<file path="src/rtl/timer_pkg.sv">
// Constants for the sixteen-bit reload and capture timer
// Function
// [RL1] The counter and its companion register are sixteen bits, each read and written as two byte halves.
// [RL2] A run bit in the control register starts and stops the counter, which holds while stopped.
// [RL3] Control bits 7 to 5 select the mode, and codes 010 and 011 must not be programmed.
// [RL4] Codes 100 and 101 count down once per instruction cycle and reload from the companion on underflow.
// [RL5] In auto-reload mode each underflow raises the timer request, reaching the core only when enabled.
// [RL6] Code 101 inverts the timer pin on every underflow, while code 100 leaves the pin alone.
// [RL7] External counter mode counts pin edges, rising for code 000 and falling for code 001.
// [RL8] In external counter mode an underflow copies the companion into the counter and counting goes on.
// [RL9] In external counter mode each underflow raises the timer request, reaching the core only when enabled.
// [RL10] Capture mode counts every cycle and copies the count to the companion on the chosen pin edge.
// [RL11] In capture mode the chosen edge, not underflow, raises the timer request when enabled.
// [RL12] Software makes PWM by presetting the pin high and reloading on and off times at each interrupt.
// [RL13] Underflow and capture share one maskable timer interrupt source.
// [RL14] A timer pending flag is set by the interrupt condition and stays set until software clears it.
// [RL15] The instruction cycle runs at the input clock divided by ten.
// [RL16] The pin is synchronised and at most one qualifying edge per cycle is acted on.
// [RL17] Reset clears the control register, leaving the timer stopped in rising-edge counter mode.
package timer_pkg;
    localparam logic [3:0] ADDR_CNT_LO = 4'h0;
    localparam logic [3:0] ADDR_CNT_HI = 4'h1;
    localparam logic [3:0] ADDR_REL_LO = 4'h2;
    localparam logic [3:0] ADDR_REL_HI = 4'h3;
    localparam logic [3:0] ADDR_CTRL = 4'h4;
    localparam logic [3:0] ADDR_STATUS = 4'h5;
    localparam logic [3:0] ADDR_MASK = 4'h6;
    localparam logic [3:0] ADDR_PIN = 4'h7;
    localparam int MODE_HI = 7;
    localparam int MODE_LO = 5;
    localparam int RUN_BIT = 4;
    localparam int PEND_BIT = 0;
    localparam int PIN_LEVEL_BIT = 0;
    localparam int PIN_DRIVE_BIT = 1;
    localparam logic [2:0] MODE_EXT_RISE = 3'h0;
    localparam logic [2:0] MODE_EXT_FALL = 3'h1;
    localparam logic [2:0] MODE_AUTO = 3'h4;
    localparam logic [2:0] MODE_AUTO_TOG = 3'h5;
    localparam logic [2:0] MODE_CAP_RISE = 3'h6;
    localparam logic [2:0] MODE_CAP_FALL = 3'h7;
    localparam logic [7:0] CTRL_RESET = 8'h00;
    localparam logic [15:0] CNT_RESET = 16'h0000;
    localparam logic [7:0] BYTE_ZERO = 8'h00;
    localparam int CLK_HZ = 100000000;
    localparam int INSTR_DIV = 10;
    localparam logic [3:0] DIV_LAST = 4'(INSTR_DIV - 1);
endpackage

</file>
<file path="src/rtl/timer_autoload_capture.sv">
// Sixteen-bit down timer with reload, event count and capture modes
`timescale 1ns/1ps
module timer_autoload_capture
    import timer_pkg::*;
(
    // Clock and reset
    input wire logic clk,
    input wire logic resetn,
    // Register port
    input wire logic [3:0] addr,
    input wire logic [7:0] wdata,
    input wire logic wr_en,
    input wire logic rd_en,
    output logic [7:0] rdata,
    // Timer pin
    input wire logic timer_io_in,
    output logic timer_io_out,
    output logic timer_io_oe,
    // Interrupt
    output logic timer_irq
);
    logic [3:0] div_reg, div_next;
    logic tick_reg, tick_next;
    logic sync1_reg, sync2_reg, samp_reg, samp_next;
    logic [15:0] down_counter_reg, down_counter_next;
    logic [15:0] reload_capture_reg_reg, reload_capture_reg_next;
    logic [7:0] control_reg_reg, control_reg_next;
    logic timer_pending_flag_reg, timer_pending_flag_next;
    logic timer_irq_enable_reg, timer_irq_enable_next;
    logic [1:0] pin_reg, pin_next;
    logic [7:0] rdata_reg, rdata_next;
    logic irq_reg, irq_next;
    logic oe_reg, oe_next;
    logic [2:0] mode;
    logic run, rise, fall, edge_hit, timed, ext, cap;
    logic dec, uflow, capture, event_hit;

    assign mode = control_reg_reg[MODE_HI:MODE_LO];
    assign run = control_reg_reg[RUN_BIT];

    // Instruction cycle strobe, registered so it is clean
    always_comb
    begin
        div_next = (div_reg == DIV_LAST) ? 4'h0 : div_reg + 4'h1; // RL15
        tick_next = (div_reg == DIV_LAST); // RL15
    end

    // Pin edges are judged only at the instruction strobe
    always_comb
    begin
        samp_next = tick_reg ? sync2_reg : samp_reg; // RL16
        rise = tick_reg && sync2_reg && !samp_reg; // RL16
        fall = tick_reg && !sync2_reg && samp_reg; // RL16
        edge_hit = mode[0] ? fall : rise; // RL7 RL10
        timed = (mode == MODE_AUTO) || (mode == MODE_AUTO_TOG) ||
            (mode == MODE_CAP_RISE) || (mode == MODE_CAP_FALL);
        ext = (mode == MODE_EXT_RISE) || (mode == MODE_EXT_FALL);
        cap = (mode == MODE_CAP_RISE) || (mode == MODE_CAP_FALL);
    end

    // Counter, companion and pin; codes 010 and 011 leave all idle
    always_comb
    begin
        dec = run && ((timed && tick_reg) || (ext && edge_hit)); // RL2 RL3
        uflow = dec && (down_counter_reg == CNT_RESET);
        capture = run && cap && edge_hit; // RL10
        event_hit = cap ? capture : uflow; // RL5 RL9 RL11 RL13
        down_counter_next = down_counter_reg;
        reload_capture_reg_next = reload_capture_reg_reg;
        pin_next = pin_reg;
        if (dec)
        begin
            if (uflow && !cap)
            begin
                down_counter_next = reload_capture_reg_reg; // RL4 RL8
            end
            else
            begin
                down_counter_next = down_counter_reg - 16'h0001; // RL4 RL10
            end
        end
        if (capture)
        begin
            reload_capture_reg_next = down_counter_reg; // RL10
        end
        if (uflow && mode == MODE_AUTO_TOG)
        begin
            pin_next[PIN_LEVEL_BIT] = !pin_reg[PIN_LEVEL_BIT]; // RL6
        end
        // Software writes win over the hardware update
        if (wr_en)
        begin
            case (addr)
                ADDR_CNT_LO: down_counter_next[7:0] = wdata; // RL1
                ADDR_CNT_HI: down_counter_next[15:8] = wdata; // RL1
                ADDR_REL_LO: reload_capture_reg_next[7:0] = wdata; // RL1
                ADDR_REL_HI: reload_capture_reg_next[15:8] = wdata; // RL1
                ADDR_PIN: pin_next = wdata[1:0];
                default: pin_next = pin_next;
            endcase
        end
    end

    // Control, pending flag and enable; a new event beats the clear
    always_comb
    begin
        control_reg_next = control_reg_reg;
        timer_irq_enable_next = timer_irq_enable_reg;
        timer_pending_flag_next = timer_pending_flag_reg;
        if (wr_en && addr == ADDR_CTRL)
        begin
            control_reg_next = wdata; // RL2 RL3
        end
        if (wr_en && addr == ADDR_MASK)
        begin
            timer_irq_enable_next = wdata[PEND_BIT]; // RL13
        end
        if (wr_en && addr == ADDR_STATUS && wdata[PEND_BIT])
        begin
            timer_pending_flag_next = 1'b0; // RL14
        end
        if (event_hit)
        begin
            timer_pending_flag_next = 1'b1; // RL14
        end
        irq_next = timer_pending_flag_next && timer_irq_enable_next; // RL13
        oe_next = pin_next[PIN_DRIVE_BIT] || (mode == MODE_AUTO_TOG);
        if (wr_en && addr == ADDR_CTRL)
        begin
            oe_next = pin_next[PIN_DRIVE_BIT] ||
                (wdata[MODE_HI:MODE_LO] == MODE_AUTO_TOG);
        end
    end

    // Read data stand only in the cycle after the strobe
    always_comb
    begin
        rdata_next = BYTE_ZERO;
        if (rd_en)
        begin
            case (addr)
                ADDR_CNT_LO: rdata_next = down_counter_reg[7:0]; // RL1
                ADDR_CNT_HI: rdata_next = down_counter_reg[15:8]; // RL1
                ADDR_REL_LO: rdata_next = reload_capture_reg_reg[7:0];
                ADDR_REL_HI: rdata_next = reload_capture_reg_reg[15:8];
                ADDR_CTRL: rdata_next = control_reg_reg;
                ADDR_STATUS: rdata_next = {7'h00, timer_pending_flag_reg};
                ADDR_MASK: rdata_next = {7'h00, timer_irq_enable_reg};
                ADDR_PIN: rdata_next = {6'h00, pin_reg};
                default: rdata_next = BYTE_ZERO;
            endcase
        end
    end

    always_ff @(posedge clk or negedge resetn)
    begin
        if (!resetn)
        begin
            div_reg <= 4'h0;
            tick_reg <= 1'b0;
        end
        else
        begin
            div_reg <= div_next;
            tick_reg <= tick_next;
        end
    end

    // Only the second flop reads the first, so metastability stays there
    always_ff @(posedge clk or negedge resetn)
    begin
        if (!resetn)
        begin
            sync1_reg <= 1'b0;
            sync2_reg <= 1'b0;
            samp_reg <= 1'b0;
        end
        else
        begin
            sync1_reg <= timer_io_in; // RL16
            sync2_reg <= sync1_reg; // RL16
            samp_reg <= samp_next;
        end
    end

    always_ff @(posedge clk or negedge resetn)
    begin
        if (!resetn)
        begin
            down_counter_reg <= CNT_RESET;
            reload_capture_reg_reg <= CNT_RESET;
            pin_reg <= 2'h0;
        end
        else
        begin
            down_counter_reg <= down_counter_next;
            reload_capture_reg_reg <= reload_capture_reg_next;
            pin_reg <= pin_next;
        end
    end

    always_ff @(posedge clk or negedge resetn)
    begin
        if (!resetn)
        begin
            control_reg_reg <= CTRL_RESET; // RL17
            timer_pending_flag_reg <= 1'b0;
            timer_irq_enable_reg <= 1'b0;
            irq_reg <= 1'b0;
            oe_reg <= 1'b0;
        end
        else
        begin
            control_reg_reg <= control_reg_next;
            timer_pending_flag_reg <= timer_pending_flag_next;
            timer_irq_enable_reg <= timer_irq_enable_next;
            irq_reg <= irq_next;
            oe_reg <= oe_next;
        end
    end

    always_ff @(posedge clk or negedge resetn)
    begin
        if (!resetn)
        begin
            rdata_reg <= BYTE_ZERO;
        end
        else
        begin
            rdata_reg <= rdata_next;
        end
    end

    assign rdata = rdata_reg;
    assign timer_io_out = pin_reg[PIN_LEVEL_BIT];
    assign timer_io_oe = oe_reg;
    assign timer_irq = irq_reg;
endmodule

</file>
<file path="config.mk">
export PLATFORM = sky130hd
export DESIGN_NAME = timer_autoload_capture
export DESIGN_NICKNAME = d
export VERILOG_FILES = /design/src/rtl/timer_pkg.sv /design/src/rtl/timer_autoload_capture.sv
export SDC_FILE = /design/constraint.sdc
export NUM_CORES = 1
export LEC_CHECK = 0
export BUFFER_PORTS_ARGS = -buffer_cell sky130_fd_sc_hd__buf_4
export CELL_PAD_IN_SITES_DETAIL_PLACEMENT = 0
export CELL_PAD_IN_SITES_GLOBAL_PLACEMENT = 1
export CORE_ASPECT_RATIO = 1.4
export CORE_MARGIN = 2
export CORE_UTILIZATION = 40
export DETAILED_ROUTE_END_ITERATION = 10
export HOLD_SLACK_MARGIN = 0.1
export PLACE_DENSITY = 0.82
export SYNTH_ARGS = -nofsm -noshare
export SYNTH_HDL_FRONTEND = slang
export SYNTH_SLANG_ARGS = --single-unit
</file>
<file path="constraint.sdc">
create_clock -name clk -period 5.1 [get_ports clk]
set_input_delay 1.02 -clock clk [delete_from_list [all_inputs] [get_ports clk]]
set_output_delay 1.02 -clock clk [all_outputs]
set_load 0.1 [all_outputs]
</file>
==> qor.csv <==
stage,metric,value,unit
status,status,"complete, no violations",
timing,slew_violations,0,
grt,gr-total-overflow,0,
power_and_ir_drop,p_sw,579,uW
critical_path,r2r_cells,6,
power_and_ir_drop,power_density,436,nW/um^2
detailed_routing,drtIter0Drc,229,
min_path,hp-class,reg2reg,
grt,use_met3,0.0538,
floorplanning,die-area,9370,um^2
grt,grt_pass1_wl,15.3,mm
clock_tree,cts_max_path_buffers,2,
timing,maxSlewHeadroom,0.386,
detailed_routing,via_count,2874,
detailed_routing,routed_wl,9.50,mm
timing,tightest_slew,0.921,ns
critical_path,end_kind,flop,
timing,finalCriticalPeriod,2.92,ns
critical_path,r2r_start,down_counter_reg[4],
placement,dp.cells,479,
logic_synthesis,synthCells,368,
min_path,hold_start,sync1_reg,
clock_tree,cts.htree.levels,3,
clock_tree,numCtsBuffers,9,
min_path,hold_end,sync2_reg,
floorplanning,coreArea,8460,um^2
floorplanning,io_pins,28,
power_and_ir_drop,p_seq_frac,0.411,
placement,dpl.hpwl,6.67,mm
power_and_ir_drop,power,1.75,mW
grt,use_met1,0.271,
grt,grt_antenna_before_repair,0,
floorplanning,die_h,114,um
floorplanning,start_util,0.407,
grt,grt_usage,0.222,
grt,grt_max_degree,63,
timing,rsz0062_at_grt,no,
placement,place.gp.congestion,0.874,
clock_tree,clkLatencyLatePin,0.34,ns
logic_synthesis,syn-cell-area,3440,um^2
clock_tree,post_cts_resized,0,
placement,port_buffers,27,
clock_tree,tritoncts,yes,
logic_synthesis,synth.avg_cell_area,9.35,um^2
finish,fin_nets,404,
clock_tree,cts.sinks,62,
detailed_routing,drc,0,
logic_synthesis,synth_nets,387,
critical_path,start_kind,flop,
critical_path,crit_type,reg2reg,
finish,area_growth,16.9,%
detailed_routing,dr.pass1.iters,4,
critical_path,cp_max_fo,22,
power_and_ir_drop,p_leak,1.63,nW
finish,diodes,0,
power_and_ir_drop,clkPwrFrac,0.389,
power_and_ir_drop,internal-power,1.17,mW
detailed_routing,vias_per_cell,5.81,
timing,post-route-period-util,0.573,
finish,drive_gt1_frac,0.174,
grt,grt.busiest_layer,met2,
power_and_ir_drop,pwr-share-comb,0.201,
critical_path,cp.arrival,3.15,ns
timing,finClkSkew,0.00642,ns
clock_tree,hold_buffers,0,
logic_synthesis,yosys_register_bits,62,
timing,fin_setup_tns,0,ns
critical_path,r2r_setup_slack,2.18,ns
finish,final_cells,495,
power_and_ir_drop,peakVddDrop,0.000214,V
power_and_ir_drop,swShare,0.330,
timing,setup_violations,0,
timing,max_freq,342,MHz
clock_tree,clkSlewWorstSetupHoldPaths,0.06,ns
finish,fill_cells,805,
critical_path,cp.required,5.33,ns
floorplanning,core.rowCount,40,
min_path,hold_path_depth,0,
logic_synthesis,synthArstFlopShare,1.00,
logic_synthesis,yosysSeqAreaShare,0.451,
logic_synthesis,synth_warnings,0,
clock_tree,post_cts_buffers,0,
detailed_routing,post_drt_wl_per_cell,19.2,um
run,cap_violations,0,
grt,grt_use_met2,0.360,
critical_path,worst_r2r_endpoint,down_counter_reg[11],
critical_path,cp-startpoint,down_counter_reg[4],
floorplanning,fp.dieW,82.4,um
logic_synthesis,ys.flop_type,dfrtp_1,
clock_tree,root_buffer,clkbuf_16,
logic_synthesis,synth_cell_types,52,
detailed_routing,ant_nets,0,
grt,grt_pass1_vias,2899,
timing,hold_viol_final,0,
logic_synthesis,synth_edf_count,0,
[placed cells by master (no fill, tap or decap), types with 8 or more instances in the layout]
cell / n
mux2i_1: 26
a21oi_1: 18
clkbuf_16: 9
nand3_1: 9
nand2_1: 50
o21ai_0: 38
nor2_1: 30
buf_4: 29
inv_1: 8
nor3_1: 10
dfrtp_1: 62
mux2_2: 16
[cells in the mapped netlist, drive strengths merged, types with 3 or more instances]
cell	number	area [um^2]
a21oi	18	90.1
a222oi	6	60.1
and2	4	25.0
buf	12	62.6
clkbuf	11	42.5
dfrtp	62	1550
inv	8	30.0
mux2	17	195
mux2i	26	260
nand2	50	188
nand2b	4	25.0
nand3	10	55.1
nand4	3	18.8
nor2	30	113
nor3	11	60.1
nor4	3	33.8
o21a	4	30.0
o21ai	39	195
o22ai	5	31.3
o31ai	3	22.5
or3	5	31.3
[metrics by stage]
step / utilization / setup slack (ns) / area, um^2 / hold slack (ns)
after CTS: 0.475 / 2.21 / 4020 / 0.350
after floorplan: - / 2.48 / 3440 / 0.331
final: 0.475 / 2.18 / 4020 / 0.351
after detailed placement: 0.436 / 2.10 / 3690 / 0.337
after global placement: 0.436 / 2.13 / 3690 / 0.333
after global routing: 0.475 / 2.06 / 4020 / 0.356
[worst max-delay path, stage by stage, from the launching register on]
cell and delay [ns]:
dfrtp_1 0.47, nor4_4 0.63, nand3_2 0.20, or3_1 0.74
mux2_4 0.45, a221oi_2 0.26, nor2_1 0.07
[logic make-up (layout without fill, tap and decap cells)]
kind of cell             Yosys count  in the layout  share of synthesized area
AND/OR/NAND/NOR                  131            131                      0.185
AO/OA/AOI/OAI                     95             95                      0.175
flip-flops                        62             62                      0.451
multiplexers                      43             43                      0.132
buffers and inverters             31             53                     0.0393
XOR/XNOR                           4              4                     0.0102
adder cells (fa/ha/maj)            2              2                    0.00727
[layout make-up]
cell class                      instances  area (um^2)  share of cell area
Clock buffer                           10          239              0.0594
Clock inverter                          6         92.6              0.0230
Inverter                                8         30.0             0.00747
Multi-Input combinational cell        275         1760               0.437
Sequential cell                        62         1550               0.386
Tap cell                              105          131              0.0327
Timing Repair Buffer                   29          218              0.0541
[routing by layer]
metal  part of all wire  wire, um  up-vias
met5                  0         0        -
met4              0.031       291        0
met3              0.053       499       22
met2               0.51      4860       88
met1               0.40      3840     1396
li1                   -         -     1368
[worst max path at each step]
stage / slack, ns / to / depth (start not counted)
2_1_floorplan: 2.48 / reload_capture_reg_reg[13] / 8
3_3_place_gp: 2.13 / timer_io_oe / 5
3_5_place_dp: 2.10 / reload_capture_reg_reg[2] / 5
4_1_cts: 2.21 / down_counter_reg[11] / 6
5_1_grt: 2.06 / down_counter_reg[11] / 6
6_report: 2.18 / down_counter_reg[11] / 6
[power by group through the flow]
stage / clock network [mW] / logic [mW] / registers (mW)
2_1_floorplan: 0 / 0.214 / 0.734
3_3_place_gp: 0 / 0.345 / 0.724
3_5_place_dp: 0 / 0.351 / 0.726
4_1_cts: 0.694 / 0.352 / 0.717
5_1_grt: 0.712 / 0.388 / 0.734
6_report: 0.682 / 0.352 / 0.720
Power figures use the tool's default switching activity.
